[config.mk]
export PLATFORM = sky130hd
export DESIGN_NAME = rgm_top
export DESIGN_NICKNAME = d
export VERILOG_FILES = /design/src/rgm_pkg.sv /design/src/rgm_term_if.sv /design/src/rgm_desc_match.sv /design/src/rgm_wr_term.sv /design/src/rgm_top.sv
export VERILOG_INCLUDE_DIRS = /design/src /design/src/src
export SDC_FILE = /design/constraint.sdc
export NUM_CORES = 1
export LEC_CHECK = 0
export ABC_AREA = 1
export ABC_CLOCK_PERIOD_IN_PS = 1700
export BUFFER_PORTS_ARGS = -buffer_cell sky130_fd_sc_hd__buf_2
export CORE_MARGIN = 10
export CORE_UTILIZATION = 35
export CTS_BUF_LIST = sky130_fd_sc_hd__clkbuf_8
export CTS_CLUSTER_DIAMETER = 80
export DETAILED_ROUTE_END_ITERATION = 8
export PLACE_DENSITY = 0.67
export SYNTH_ARGS = -nofsm -noshare
export SYNTH_HDL_FRONTEND = slang
export SYNTH_HIERARCHICAL = 1
export SYNTH_SLANG_ARGS = --single-unit
[constraint.sdc]
create_clock -name clk -period 1.7 [get_ports clk]
set_input_delay 0.17 -clock clk [delete_from_list [all_inputs] [get_ports clk]]
set_output_delay 0.17 -clock clk [all_outputs]
set_load 0.02 [all_outputs]
[src/rgm_cfg.svh]
// Purpose: Constants for the region attribute matcher
// Assumes: 32-bit descriptors, 12-bit control register selectors
// Notes: Widths, field positions, selector codes and reset values only
`ifndef RGM_CFG_SVH
`define RGM_CFG_SVH

// ----------------------------------------------------------------
// Control register selectors
// ----------------------------------------------------------------
`define RGM_SEL_W 12
`define RGM_SEL_DESC0 12'h004
`define RGM_SEL_DESC1 12'h005

// ----------------------------------------------------------------
// Descriptor fields
// ----------------------------------------------------------------
`define RGM_DESC_W 32
`define RGM_BASE_HI 31
`define RGM_BASE_LO 24
`define RGM_MASK_HI 23
`define RGM_MASK_LO 16
`define RGM_EN_BIT 15
`define RGM_QUAL_HI 14
`define RGM_QUAL_LO 13
`define RGM_CM_BIT 6
`define RGM_BWE_BIT 5
`define RGM_WP_BIT 2
`define RGM_ADDR_HI 31
`define RGM_ADDR_LO 24

// ----------------------------------------------------------------
// Reset values
// ----------------------------------------------------------------
`define RGM_DESC_RST 32'h0000_0000
`define RGM_DATA_ZERO 32'h0000_0000

`endif

[src/rgm_pkg.sv]
// Purpose: Types and shared decode for the region attribute matcher
// Assumes: rgm_cfg.svh field positions
// Notes: Attribute set is shared by descriptors and defaults
`include "rgm_cfg.svh"

package rgm_pkg;

    // ------------------------------------------------------------
    // Types
    // ------------------------------------------------------------
    typedef struct packed {
        logic noncache;
        logic bufwr;
        logic wprot;
    } rgm_attr_t;

    typedef enum logic [1:0] {
        RGM_IDLE = 2'b01,
        RGM_WAIT = 2'b10
    } rgm_state_t;

    // ------------------------------------------------------------
    // Functions
    // ------------------------------------------------------------
    function automatic rgm_attr_t rgm_attr_of(
        input logic [`RGM_DESC_W-1:0] desc);
        rgm_attr_t a;
        a.noncache = desc[`RGM_CM_BIT];
        a.bufwr = desc[`RGM_BWE_BIT];
        a.wprot = desc[`RGM_WP_BIT];
        return a;
    endfunction

    function automatic logic rgm_priv_ok(input logic [1:0] qual,
                                         input logic supervisor);
        return qual[1] | (qual[0] == supervisor);
    endfunction

endpackage

[src/rgm_term_if.sv]
// Purpose: Carrier between attribute logic and write sequencer
// Assumes: Single clock domain
// Notes: ctl side starts a reference, seq side terminates it
`timescale 1ns/1ps

interface rgm_term_if;
    logic start;
    logic is_write;
    logic bypass;
    rgm_pkg::rgm_attr_t attr;
    logic ready;
    logic term_ok;
    logic term_err;
    logic sys_wr_req;
    logic sys_wr_buffered;
    logic sys_done;
    logic sys_err;
    logic acc_err;

    modport ctl (
        output start, is_write, bypass, attr, sys_done, sys_err,
        input ready, term_ok, term_err, sys_wr_req, sys_wr_buffered,
        acc_err
    );
    modport seq (
        input start, is_write, bypass, attr, sys_done, sys_err,
        output ready, term_ok, term_err, sys_wr_req, sys_wr_buffered,
        acc_err
    );
endinterface

[src/rgm_desc_match.sv]
// Purpose: Match one descriptor against a reference
// Assumes: Descriptor held in flip-flops by the caller
// Notes: Purely combinational, reserved bits never looked at
`timescale 1ns/1ps
`include "rgm_cfg.svh"

module rgm_desc_match (
    // Descriptor
    input wire logic [`RGM_DESC_W-1:0] desc,
    // Reference
    input wire logic [7:0] addr_hi,
    input wire logic supervisor,
    // Result
    output logic hit
);
    import rgm_pkg::*;

    logic [7:0] diff;

    assign diff = (addr_hi ^ desc[`RGM_BASE_HI:`RGM_BASE_LO]) &
                  ~desc[`RGM_MASK_HI:`RGM_MASK_LO];
    assign hit = desc[`RGM_EN_BIT] & (diff == 8'h00) &
                 rgm_priv_ok(desc[`RGM_QUAL_HI:`RGM_QUAL_LO],
                             supervisor);
endmodule

[src/rgm_wr_term.sv]
// Purpose: Terminate references on the local bus
// Assumes: Bus controller answers with sys_done in the core clock
// Notes: Only unbuffered writes stall the local bus
`timescale 1ns/1ps

module rgm_wr_term (
    // Clock and reset
    input wire logic clk,
    input wire logic resetn,
    // Reference and termination
    rgm_term_if.seq tif
);
    import rgm_pkg::*;

    rgm_state_t state_ff;
    rgm_state_t nxt_state;
    logic to_sys;
    logic stall;

    assign to_sys = tif.start & tif.is_write & ~tif.bypass &
                    ~tif.attr.wprot;
    assign stall = to_sys & ~tif.attr.bufwr;
    assign tif.ready = (state_ff == RGM_IDLE);

    always_comb begin
        nxt_state = state_ff;
        unique case (state_ff)
            RGM_IDLE: begin
                if (stall) begin
                    nxt_state = RGM_WAIT;
                end
            end
            RGM_WAIT: begin
                if (tif.sys_done) begin
                    nxt_state = RGM_IDLE;
                end
            end
            default: nxt_state = RGM_IDLE;
        endcase
    end

    always_ff @(posedge clk) begin
        if (!resetn) begin
            state_ff <= RGM_IDLE;
        end else begin
            state_ff <= nxt_state;
        end
    end

    // ------------------------------------------------------------
    // Termination pulses
    // ------------------------------------------------------------
    always_ff @(posedge clk) begin
        if (!resetn) begin
            tif.term_ok <= 1'b0;
            tif.term_err <= 1'b0;
        end else begin
            tif.term_err <= tif.start & tif.is_write & ~tif.bypass &
                            tif.attr.wprot;
            tif.term_ok <= (tif.start & ~stall &
                            ~(tif.is_write & ~tif.bypass &
                              tif.attr.wprot)) |
                           (state_ff == RGM_WAIT & tif.sys_done);
        end
    end

    // Write errors never stall the local bus, so they come back late
    always_ff @(posedge clk) begin
        if (!resetn) begin
            tif.sys_wr_req <= 1'b0;
            tif.sys_wr_buffered <= 1'b0;
            tif.acc_err <= 1'b0;
        end else begin
            tif.sys_wr_req <= to_sys;
            tif.sys_wr_buffered <= to_sys & tif.attr.bufwr;
            tif.acc_err <= tif.sys_done & tif.sys_err;
        end
    end

    // ------------------------------------------------------------
    // Checks
    // ------------------------------------------------------------
    wprot_write_err_a: assert property (
        @(posedge clk) disable iff (!resetn)
        tif.start && tif.is_write && !tif.bypass && tif.attr.wprot
        |=> tif.term_err && !tif.term_ok && !tif.sys_wr_req)
        else $error("protected write not refused");
    wprot_read_ok_a: assert property (
        @(posedge clk) disable iff (!resetn)
        tif.start && !tif.is_write |=> tif.term_ok && !tif.term_err)
        else $error("read not terminated");
    buffered_fast_a: assert property (
        @(posedge clk) disable iff (!resetn)
        to_sys && tif.attr.bufwr
        |=> tif.term_ok && tif.sys_wr_buffered && tif.ready)
        else $error("buffered write not ended at once");
    unbuf_hold_a: assert property (
        @(posedge clk) disable iff (!resetn)
        stall |=> (!tif.term_ok && !tif.ready) until tif.sys_done)
        else $error("unbuffered write ended early");
    unbuf_end_a: assert property (
        @(posedge clk) disable iff (!resetn)
        state_ff == RGM_WAIT && tif.sys_done |=> tif.term_ok)
        else $error("unbuffered write not ended after bus");
    late_err_a: assert property (
        @(posedge clk) disable iff (!resetn)
        tif.sys_done && tif.sys_err |=> tif.acc_err)
        else $error("write error not reported");
    unbuf_wait_c: cover property (
        @(posedge clk) disable iff (!resetn)
        stall ##[1:20] tif.term_ok);
    buffered_c: cover property (
        @(posedge clk) disable iff (!resetn)
        to_sys && tif.attr.bufwr);
endmodule

[src/rgm_top.sv]
// Purpose: Assign effective attributes to core memory references
// Assumes: All inputs come from core logic on clk
// Notes: Descriptors reached by control register selector only
// Overview of operation
// - Two independent descriptors each give attributes for own region.
// - Flash and SRAM references bypass descriptor evaluation.
// - No enabled descriptor hit means cache control register defaults.
// - Descriptors are 32-bit, write-only, written only with supervisor rights.
// - Selector codes 0x004 and 0x005 reach descriptor 0 and 1.
// - Background debug mode may read both descriptors back.
// - Reset clears enable bit 15; disabled descriptor never matches.
// - Base field bits 31-24 compared with address bits 31-24.
// - Set mask bit drops that base bit from the compare.
// - Matching descriptor supplies cacheability, buffering and protection.
// - Qualifier 00 user only, 01 supervisor only, 1x any mode.
// - Bit 6 clear means cacheable, set means non-cacheable.
// - Buffered bit clear holds write termination until system bus done.
// - Buffered bit set ends write at once; bus controller finishes it.
// - Write-protect set refuses writes with access error; reads pass.
// - Write access errors are reported imprecisely, later than the write.
`timescale 1ns/1ps
`include "rgm_cfg.svh"

module rgm_top (
    // Clock and reset
    input wire logic clk,
    input wire logic resetn,
    // Control register port
    input wire logic ctl_wr_valid,
    input wire logic ctl_rd_valid,
    input wire logic [`RGM_SEL_W-1:0] ctl_sel,
    input wire logic [`RGM_DESC_W-1:0] ctl_wr_data,
    input wire logic ctl_supervisor,
    input wire logic debug_mode,
    output logic ctl_ack,
    output logic ctl_err,
    output logic [`RGM_DESC_W-1:0] ctl_rd_data,
    // Defaults from the cache control register
    input wire rgm_pkg::rgm_attr_t dflt_attr,
    // Reference from the core local bus
    input wire logic ref_valid,
    output logic ref_ready,
    input wire logic [31:0] ref_addr,
    input wire logic ref_supervisor,
    input wire logic ref_write,
    input wire logic ref_in_flash,
    input wire logic ref_in_sram,
    // Effective attributes
    output logic attr_valid,
    output rgm_pkg::rgm_attr_t attr_out,
    output logic attr_bypass,
    output logic [1:0] attr_region_hit,
    // Local bus termination
    output logic term_ok,
    output logic term_err,
    // Bus controller
    output logic sys_wr_req,
    output logic sys_wr_buffered,
    input wire logic sys_wr_done,
    input wire logic sys_wr_err,
    output logic acc_err_imprecise
);
    import rgm_pkg::*;

    // ------------------------------------------------------------
    // Declarations
    // ------------------------------------------------------------
    logic [`RGM_DESC_W-1:0] desc0_ff;
    logic [`RGM_DESC_W-1:0] desc1_ff;
    logic sel0;
    logic sel1;
    logic sel_hit;
    logic wr_allowed;
    logic rd_allowed;
    logic ctl_ack_ff;
    logic ctl_err_ff;
    logic [`RGM_DESC_W-1:0] ctl_rd_data_ff;
    logic [`RGM_DESC_W-1:0] nxt_rd_data;
    logic hit0;
    logic hit1;
    logic bypass;
    logic take;
    rgm_attr_t nxt_attr;
    rgm_attr_t attr_ff;
    logic attr_valid_ff;
    logic attr_bypass_ff;
    logic [1:0] attr_region_hit_ff;

    rgm_term_if tif ();

    // ------------------------------------------------------------
    // Control register decode
    // ------------------------------------------------------------
    assign sel0 = (ctl_sel == `RGM_SEL_DESC0);
    assign sel1 = (ctl_sel == `RGM_SEL_DESC1);
    assign sel_hit = sel0 | sel1;
    // Debug mode acts with supervisor rights on the control space
    assign wr_allowed = ctl_supervisor | debug_mode;
    // Ordinary code may never read a descriptor back
    assign rd_allowed = debug_mode;

    // ------------------------------------------------------------
    // Descriptor storage
    // ------------------------------------------------------------
    always_ff @(posedge clk) begin
        if (!resetn) begin
            desc0_ff <= `RGM_DESC_RST;
        end else if (ctl_wr_valid && sel0 && wr_allowed) begin
            desc0_ff <= ctl_wr_data;
        end
    end

    always_ff @(posedge clk) begin
        if (!resetn) begin
            desc1_ff <= `RGM_DESC_RST;
        end else if (ctl_wr_valid && sel1 && wr_allowed) begin
            desc1_ff <= ctl_wr_data;
        end
    end

    // ------------------------------------------------------------
    // Control port answer
    // ------------------------------------------------------------
    // Other selectors belong to other control registers: no answer
    always_comb begin
        nxt_rd_data = `RGM_DATA_ZERO;
        if (ctl_rd_valid && !ctl_wr_valid && rd_allowed) begin
            if (sel0) begin
                nxt_rd_data = desc0_ff;
            end else if (sel1) begin
                nxt_rd_data = desc1_ff;
            end
        end
    end

    always_ff @(posedge clk) begin
        if (!resetn) begin
            ctl_ack_ff <= 1'b0;
            ctl_err_ff <= 1'b0;
            ctl_rd_data_ff <= `RGM_DATA_ZERO;
        end else begin
            ctl_ack_ff <= (ctl_wr_valid | ctl_rd_valid) & sel_hit;
            ctl_err_ff <= sel_hit &
                          ((ctl_wr_valid & ~wr_allowed) |
                           (~ctl_wr_valid & ctl_rd_valid &
                            ~rd_allowed));
            ctl_rd_data_ff <= nxt_rd_data;
        end
    end

    assign ctl_ack = ctl_ack_ff;
    assign ctl_err = ctl_err_ff;
    assign ctl_rd_data = ctl_rd_data_ff;

    // ------------------------------------------------------------
    // Region matching
    // ------------------------------------------------------------
    rgm_desc_match u_match0 (
        .desc(desc0_ff),
        .addr_hi(ref_addr[`RGM_ADDR_HI:`RGM_ADDR_LO]),
        .supervisor(ref_supervisor),
        .hit(hit0)
    );

    rgm_desc_match u_match1 (
        .desc(desc1_ff),
        .addr_hi(ref_addr[`RGM_ADDR_HI:`RGM_ADDR_LO]),
        .supervisor(ref_supervisor),
        .hit(hit1)
    );

    // On-chip memories answer for themselves
    assign bypass = ref_in_flash | ref_in_sram;
    assign take = ref_valid & tif.ready;
    assign ref_ready = tif.ready;

    // Fixed priority keeps the answer defined for overlapping regions
    always_comb begin
        nxt_attr = dflt_attr;
        if (bypass) begin
            nxt_attr = '0;
        end else if (hit0) begin
            nxt_attr = rgm_attr_of(desc0_ff);
        end else if (hit1) begin
            nxt_attr = rgm_attr_of(desc1_ff);
        end
    end

    // ------------------------------------------------------------
    // Attribute outputs
    // ------------------------------------------------------------
    always_ff @(posedge clk) begin
        if (!resetn) begin
            attr_valid_ff <= 1'b0;
        end else begin
            attr_valid_ff <= take;
        end
    end

    // Attributes stand until the next reference is taken
    always_ff @(posedge clk) begin
        if (!resetn) begin
            attr_ff <= '0;
            attr_bypass_ff <= 1'b0;
            attr_region_hit_ff <= 2'b00;
        end else if (take) begin
            attr_ff <= nxt_attr;
            attr_bypass_ff <= bypass;
            attr_region_hit_ff <= bypass ? 2'b00 : {hit1, hit0};
        end
    end

    assign attr_valid = attr_valid_ff;
    assign attr_out = attr_ff;
    assign attr_bypass = attr_bypass_ff;
    assign attr_region_hit = attr_region_hit_ff;

    // ------------------------------------------------------------
    // Termination
    // ------------------------------------------------------------
    assign tif.start = take;
    assign tif.is_write = ref_write;
    assign tif.bypass = bypass;
    assign tif.attr = nxt_attr;
    assign tif.sys_done = sys_wr_done;
    assign tif.sys_err = sys_wr_err;

    rgm_wr_term u_term (
        .clk(clk),
        .resetn(resetn),
        .tif(tif.seq)
    );

    assign term_ok = tif.term_ok;
    assign term_err = tif.term_err;
    assign sys_wr_req = tif.sys_wr_req;
    assign sys_wr_buffered = tif.sys_wr_buffered;
    assign acc_err_imprecise = tif.acc_err;

    // ------------------------------------------------------------
    // Checks
    // ------------------------------------------------------------
    reset_disables_a: assert property (
        @(posedge clk)
        $rose(resetn) |-> !desc0_ff[`RGM_EN_BIT] &&
                          !desc1_ff[`RGM_EN_BIT])
        else $error("descriptor enabled after reset");
    disabled_nohit_a: assert property (
        @(posedge clk) disable iff (!resetn)
        (!hit0 || desc0_ff[`RGM_EN_BIT]) &&
        (!hit1 || desc1_ff[`RGM_EN_BIT]))
        else $error("disabled descriptor matched");
    base_mask_a: assert property (
        @(posedge clk) disable iff (!resetn)
        hit0 |-> ((ref_addr[31:24] ^ desc0_ff[31:24]) &
                  ~desc0_ff[23:16]) == 8'h00)
        else $error("match outside base and mask");
    privilege_a: assert property (
        @(posedge clk) disable iff (!resetn)
        hit1 && !desc1_ff[14] |-> desc1_ff[13] == ref_supervisor)
        else $error("privilege qualifier ignored");
    user_write_block_a: assert property (
        @(posedge clk) disable iff (!resetn)
        ctl_wr_valid && sel_hit && !ctl_supervisor && !debug_mode
        |=> $stable(desc0_ff) && $stable(desc1_ff) && ctl_err)
        else $error("user write reached a descriptor");
    sup_write_a: assert property (
        @(posedge clk) disable iff (!resetn)
        ctl_wr_valid && sel1 && ctl_supervisor
        |=> desc1_ff == $past(ctl_wr_data) && ctl_ack && !ctl_err)
        else $error("descriptor write lost");
    debug_read_a: assert property (
        @(posedge clk) disable iff (!resetn)
        ctl_rd_valid && !ctl_wr_valid && sel0 && debug_mode
        |=> ctl_rd_data == $past(desc0_ff) && ctl_ack && !ctl_err)
        else $error("debug read back wrong");
    user_read_a: assert property (
        @(posedge clk) disable iff (!resetn)
        ctl_rd_valid && !ctl_wr_valid && sel_hit && !debug_mode
        |=> ctl_err && ctl_rd_data == `RGM_DATA_ZERO)
        else $error("descriptor readable outside debug");
    default_attr_a: assert property (
        @(posedge clk) disable iff (!resetn)
        take && !bypass && !hit0 && !hit1
        |=> attr_valid && attr_out == $past(dflt_attr) &&
            attr_region_hit == 2'b00)
        else $error("defaults not applied");
    priority_a: assert property (
        @(posedge clk) disable iff (!resetn)
        take && !bypass && hit0
        |=> attr_out.noncache == $past(desc0_ff[6]) &&
            attr_out.bufwr == $past(desc0_ff[5]) &&
            attr_out.wprot == $past(desc0_ff[2]))
        else $error("descriptor 0 did not win");
    bypass_a: assert property (
        @(posedge clk) disable iff (!resetn)
        take && bypass
        |=> attr_bypass && attr_region_hit == 2'b00 && term_ok &&
            !sys_wr_req)
        else $error("on-chip memory reference evaluated");
    stall_hold_a: assert property (
        @(posedge clk) disable iff (!resetn)
        take && ref_write && !bypass && !nxt_attr.wprot &&
        !nxt_attr.bufwr |=> !ref_ready && !term_ok && sys_wr_req)
        else $error("unbuffered write not held");
    desc1_attr_a: assert property (
        @(posedge clk) disable iff (!resetn)
        take && !bypass && !hit0 && hit1
        |=> attr_out.noncache == $past(desc1_ff[6]) &&
            attr_out.bufwr == $past(desc1_ff[5]) &&
            attr_out.wprot == $past(desc1_ff[2]))
        else $error("descriptor 1 attributes lost");
    other_sel_a: assert property (
        @(posedge clk) disable iff (!resetn)
        (ctl_wr_valid || ctl_rd_valid) && !sel_hit |=> !ctl_ack && !ctl_err)
        else $error("foreign selector answered");
    desc0_write_a: assert property (
        @(posedge clk) disable iff (!resetn)
        ctl_wr_valid && sel0 && ctl_supervisor
        |=> desc0_ff == $past(ctl_wr_data) && ctl_ack && !ctl_err)
        else $error("descriptor 0 write lost");
    // Read data must not leak a descriptor when nobody asks
    rd_idle_zero_a: assert property (
        @(posedge clk) disable iff (!resetn)
        !ctl_rd_valid |=> ctl_rd_data == `RGM_DATA_ZERO)
        else $error("read data without a read");
    refused_ack_a: assert property (
        @(posedge clk) disable iff (!resetn)
        ctl_wr_valid && sel_hit && !ctl_supervisor && !debug_mode |=> ctl_ack)
        else $error("refused write not acknowledged");
    both_hit_c: cover property (
        @(posedge clk) disable iff (!resetn)
        take && hit0 && hit1);
    debug_read_c: cover property (
        @(posedge clk) disable iff (!resetn)
        ctl_rd_valid && sel1 && debug_mode);
    wp_error_c: cover property (
        @(posedge clk) disable iff (!resetn)
        term_err);
endmodule

Word-level counts from Yosys, hierarchy flattened --
Index checks and enable logic that the tools add are counted.
Cells by class: $mul 0, shift operators 0, equality and inequality tests 8, $lt $le $gt $ge 0, $add $sub $neg 0, mux-type cells 9, divide/modulo/power cells 0, bitwise logic cells 44, reductions and logical operators 11
Operators with widths (number):
- 32-bit two-way mux | 2
- 12-bit by 3-bit equality test with 1-bit output (second input constant) | 2
- 1-bit bitwise AND | 22
- 8-bit bitwise AND | 2
- 8-bit zero test | 2
- 8-bit NOT | 2
- 8-bit bitwise XOR | 2
- 3-bit two-way mux | 3
- 1-bit NOT | 8
- 1-bit OR | 8
- 1-bit logical AND | 6
- 2-bit two-way mux | 3
- 2-bit one-hot mux with 2 select lines | 1
- 2-bit AND reduction | 2
- 1-bit equality test | 2
- 2-bit by 1-bit equality test with 1-bit output (second input constant) | 1
- 2-bit equality test (second input constant) | 1
- 2-bit by 1-bit != test with 1-bit output (second input constant) | 1
- 2-bit != test (second input constant) | 1
- 1-bit zero test | 1
Word-level totals: output and inout port bits 47, RAM bits 0, memory bits (read-only) 0, memories 0, latch bits 0, register bits after elaboration 112

Logic depth before layout (Yosys ltp) --
depth in word-level cells 15, mapped depth 16, gate-level depth less buffers 16

Cells and area by module --
Netlist, hierarchy kept.
Modules (own cells, without submodules):
- rgm_top | times used 1, cells an instance 732, seq. area each 2102.0 sq um, area an instance 4883.4 sq um
- rgm_desc_match | times used 2, cells an instance 51, seq. area each 0.0 sq um, area an instance 216.5 sq um
- rgm_wr_term | times used 1, cells an instance 36, seq. area each 140.1 sq um, area an instance 294.0 sq um

Worst setup path after synthesis --
OpenSTA, ideal clock, no wires.
path type register to register, start point reg desc1_ff[13], end point reg u_term.state_ff[0], setup time 0.112 ns, data required time 1.588 ns, path buffers 0, clock period less this slack 1.730 ns, setup slack -0.030 ns, cell stages (with the launch flop) 14, arrival 1.618 ns, cells stage by stage dfxtp_1 > or2_0 > nand2_1 > nand2_1 > nor2_1 > nand2_1 > nor2_1 > a21oi_1 > o21ai_0 > inv_1 > inv_1 > nand3_2 > nand2_1 > nand2_1
RTL lines:
- start: declaration | line rgm_top.sv:69 | logic [`RGM_DESC_W-1:0] desc1_ff;
- start signal: assignment | line rgm_top.sv:115 | desc1_ff <= `RGM_DESC_RST;
- start signal: assignment | line rgm_top.sv:117 | desc1_ff <= ctl_wr_data;
- end signal: assignment | line rgm_wr_term.sv:46 | state_ff <= nxt_state;
- end: declaration | line rgm_wr_term.sv:15 | rgm_state_t state_ff;

==> impl_metrics.yaml <==
sta:
  rsz0062_at_grt: "true"
  tns_ns: -0.3739
  max_freq_mhz: 559.0
  hold_viol: 0
  fin_hold_ws_ns: 0.06667
  skew_ns: 0.009759
  worst_slack_ns: -0.08887
  post-route-min-period_ns: 1.789
  drv_slew: 0
  final-setup-viol-count: 7
  worstMarginPinSlew_ns: 0.4284
  relSlewSlack: 0.7144
  period_share: 1.052
critical_path:
  critPathBufInv: 2
  crit_fanout: 6
  arrival_ns: 2.13
  r2r_cells: 14
  critPathLaunchType: "register"
  criticalPathCategory: "reg2reg"
  critPathCaptureType: "register"
  required_ns: 2.04
  slowest_delay_ns: 0.34
  worst-path-stages: 14
  cp_common_cell: "nand2_1"
  critPathTopFamily: "simple AND/OR/NAND/NOR gates"
  critical_path.cell_chain: "or2_0 -> nand2_1 -> nand2_1 -> nor2_2 -> nand2_2 -> nor2_4 -> a21oi_2 -> o21ai_1 -> inv_1 -> inv_2 -> nand2_1 -> nand3b_1 -> nand3_1 -> nand2_1"
  cp_slowest_cell: "dfxtp_2"
die:
  core_um2: 15770
  die_h_um: 146.6
  dieWidth_um: 146.6
  fp-row-count: 46
  ios: 139
  start_util: 0.3555
  die_area_um2: 21480
detailed_routing:
  routed_wirelength_um: 15300
  ant_nets: 0
  wl_per_cell_um: 12.56
  drcViolationCount: 0
  dr.pass1.iters: 6
  num_vias: 5407
  drt_iter0_drc: 318
  post_drt_via_cell_ratio: 4.439
status:
  status: "finished, violations left"
  violations: "setup timing"
clock_tree:
  clkLatencyLatePin_ns: 0.39
  clk_path_buf_depth: 2
  cts_tree: "built"
  clock_sinks: 112
  cts_max_level: 3
  clk_pin_slew_ns: 0.11
  numCtsBuffers: 9
  cts_root_buf: "clkbuf_8"
global_route:
  grt_max_degree: 75
  grt_usage: 0.1431
  grt_antenna_before_repair: 0
  grt_pass1_wl_um: 25590
  grt_pass1_vias: 5244
  grt_overflow: 0
finish:
  final_nets: 1088
  instances_no_fill: 1218
  drive_gt1_frac: 0.2118
  syn_to_final_growth_pct: 24.03
  fillCellCount: 1659
pwr:
  peakVddDrop_mv: 0.6280
  total_power_mw: 4.949
  p_leak_nw: 3.364
  powerDensity_nw_per_um2: 711.6
placement:
  place_ws_ns: -0.2685
  place_congestion: 0.7828
  hpwl_um: 10010
  numPortBuffers: 114
  dp.cells: 1195
yosys:
  syn-cell-area_um2: 5607
  avgSynthCellArea_um2: 6.452
  netlist_instances: 869
  yosysWarnings: 6
  synth_fp_nets: 961
hold_path:
  worstHoldPathCells: 3
  worstHoldPathType: "in2reg"
job:
  cap_violations: 0
==> placed cells by master (no fill, tap or decap), types with 4 or more instances in the layout <==
| cell type | n |
|---|---|
| a21oi_1 | 45 |
| buf_12 | 9 |
| buf_2 | 114 |
| buf_4 | 44 |
| clkbuf_8 | 11 |
| clkinv_1 | 8 |
| dfxtp_1 | 110 |
| inv_1 | 204 |
| nand2_1 | 181 |
| nand3_1 | 76 |
| nand3_2 | 5 |
| nand4_1 | 66 |
| nor2_1 | 79 |
| nor2_2 | 4 |
| nor2_4 | 5 |
| o21ai_0 | 9 |
==> routing by layer <==
metal,wire [um],vias up,track usage
li1,-,2902,-
met1,7203,2377,0.1790
met2,7107,115,0.2373
met3,774,13,0.03183
met4,215,0,0.04855
met5,0,-,0
==> final cells by class <==
class	count	area, um^2	area share
clock inverters	5	55.05	0.007917
clock buffers	11	151.4	0.02177
flip-flops and latches	112	2245	0.3228
multi-input cells	489	2322	0.3339
well taps	216	270.3	0.03886
inverters	215	807.0	0.1160
repair buffers	169	1101	0.1583
diodes	1	2.502	0.0003598
==> power breakdown <==
group          internal, mW  switching (mW)  total (mW)  leakage [nW]
Clock                 0.758           0.933        1.69         0.101
Combinational         0.196           0.376       0.572          2.36
Sequential             2.66          0.0222        2.69         0.904
==> through the flow <==
stage | utilization | area, um^2
floorplan | - | 5609
global placement | 0.4226 | 6665
detailed placement | 0.4226 | 6665
CTS | 0.4393 | 6928
global route | 0.4408 | 6952
finish | 0.4410 | 6954
==> worst register-to-register path, cell delays in order (launching register included) <==
cell and delay (ns):
dfxtp_2 0.34, or2_0 0.20, nand2_1 0.06, nand2_1 0.06, nor2_2 0.16, nand2_2 0.10, nor2_4 0.18, a21oi_2 0.08
o21ai_1 0.17, inv_1 0.07, inv_2 0.09, nand2_1 0.06, nand3b_1 0.07, nand3_1 0.06, nand2_1 0.06
==> registers in the layout, summed over array words and instances, names as in the netlist <==
name                        cells
ctl_rd_data                    32
desc0_ff                       32
desc1_ff                       32
attr_out                        3
attr_region_hit                 2
u_term/state_ff                 2
attr_bypass                     1
attr_valid                      1
ctl_ack                         1
ctl_err                         1
u_term/tif.acc_err              1
u_term/tif.sys_wr_buffered      1
u_term/tif.sys_wr_req           1
u_term/tif.term_err             1
u_term/tif.term_ok              1
==> path summary, 6_finish.rpt <==
check             slack (ns)                              end                             from
hold / removal          0.07    u_term/tif.term_ok$_SDFF_PN0_                      sys_wr_done
hold reg to reg         0.47  attr_region_hit[1]$_SDFFE_PN0P_  attr_region_hit[1]$_SDFFE_PN0P_
setup reg to reg       -0.09    u_term/tif.term_ok$_SDFF_PN0_        desc1_ff[13]$_SDFFE_PN0P_
setup / recovery       -0.09    u_term/tif.term_ok$_SDFF_PN0_        desc1_ff[13]$_SDFFE_PN0P_
==> repair_timing <==
action,in CTS,in global routing
setup buffers,3,1
gates resized for setup,9,7
setup endpoints to repair,8,8
hold endpoints to repair,1,0
gates cloned,0,0
pin swaps,2,7
hold buffers,2,0
(Power assumes the default switching activity.)
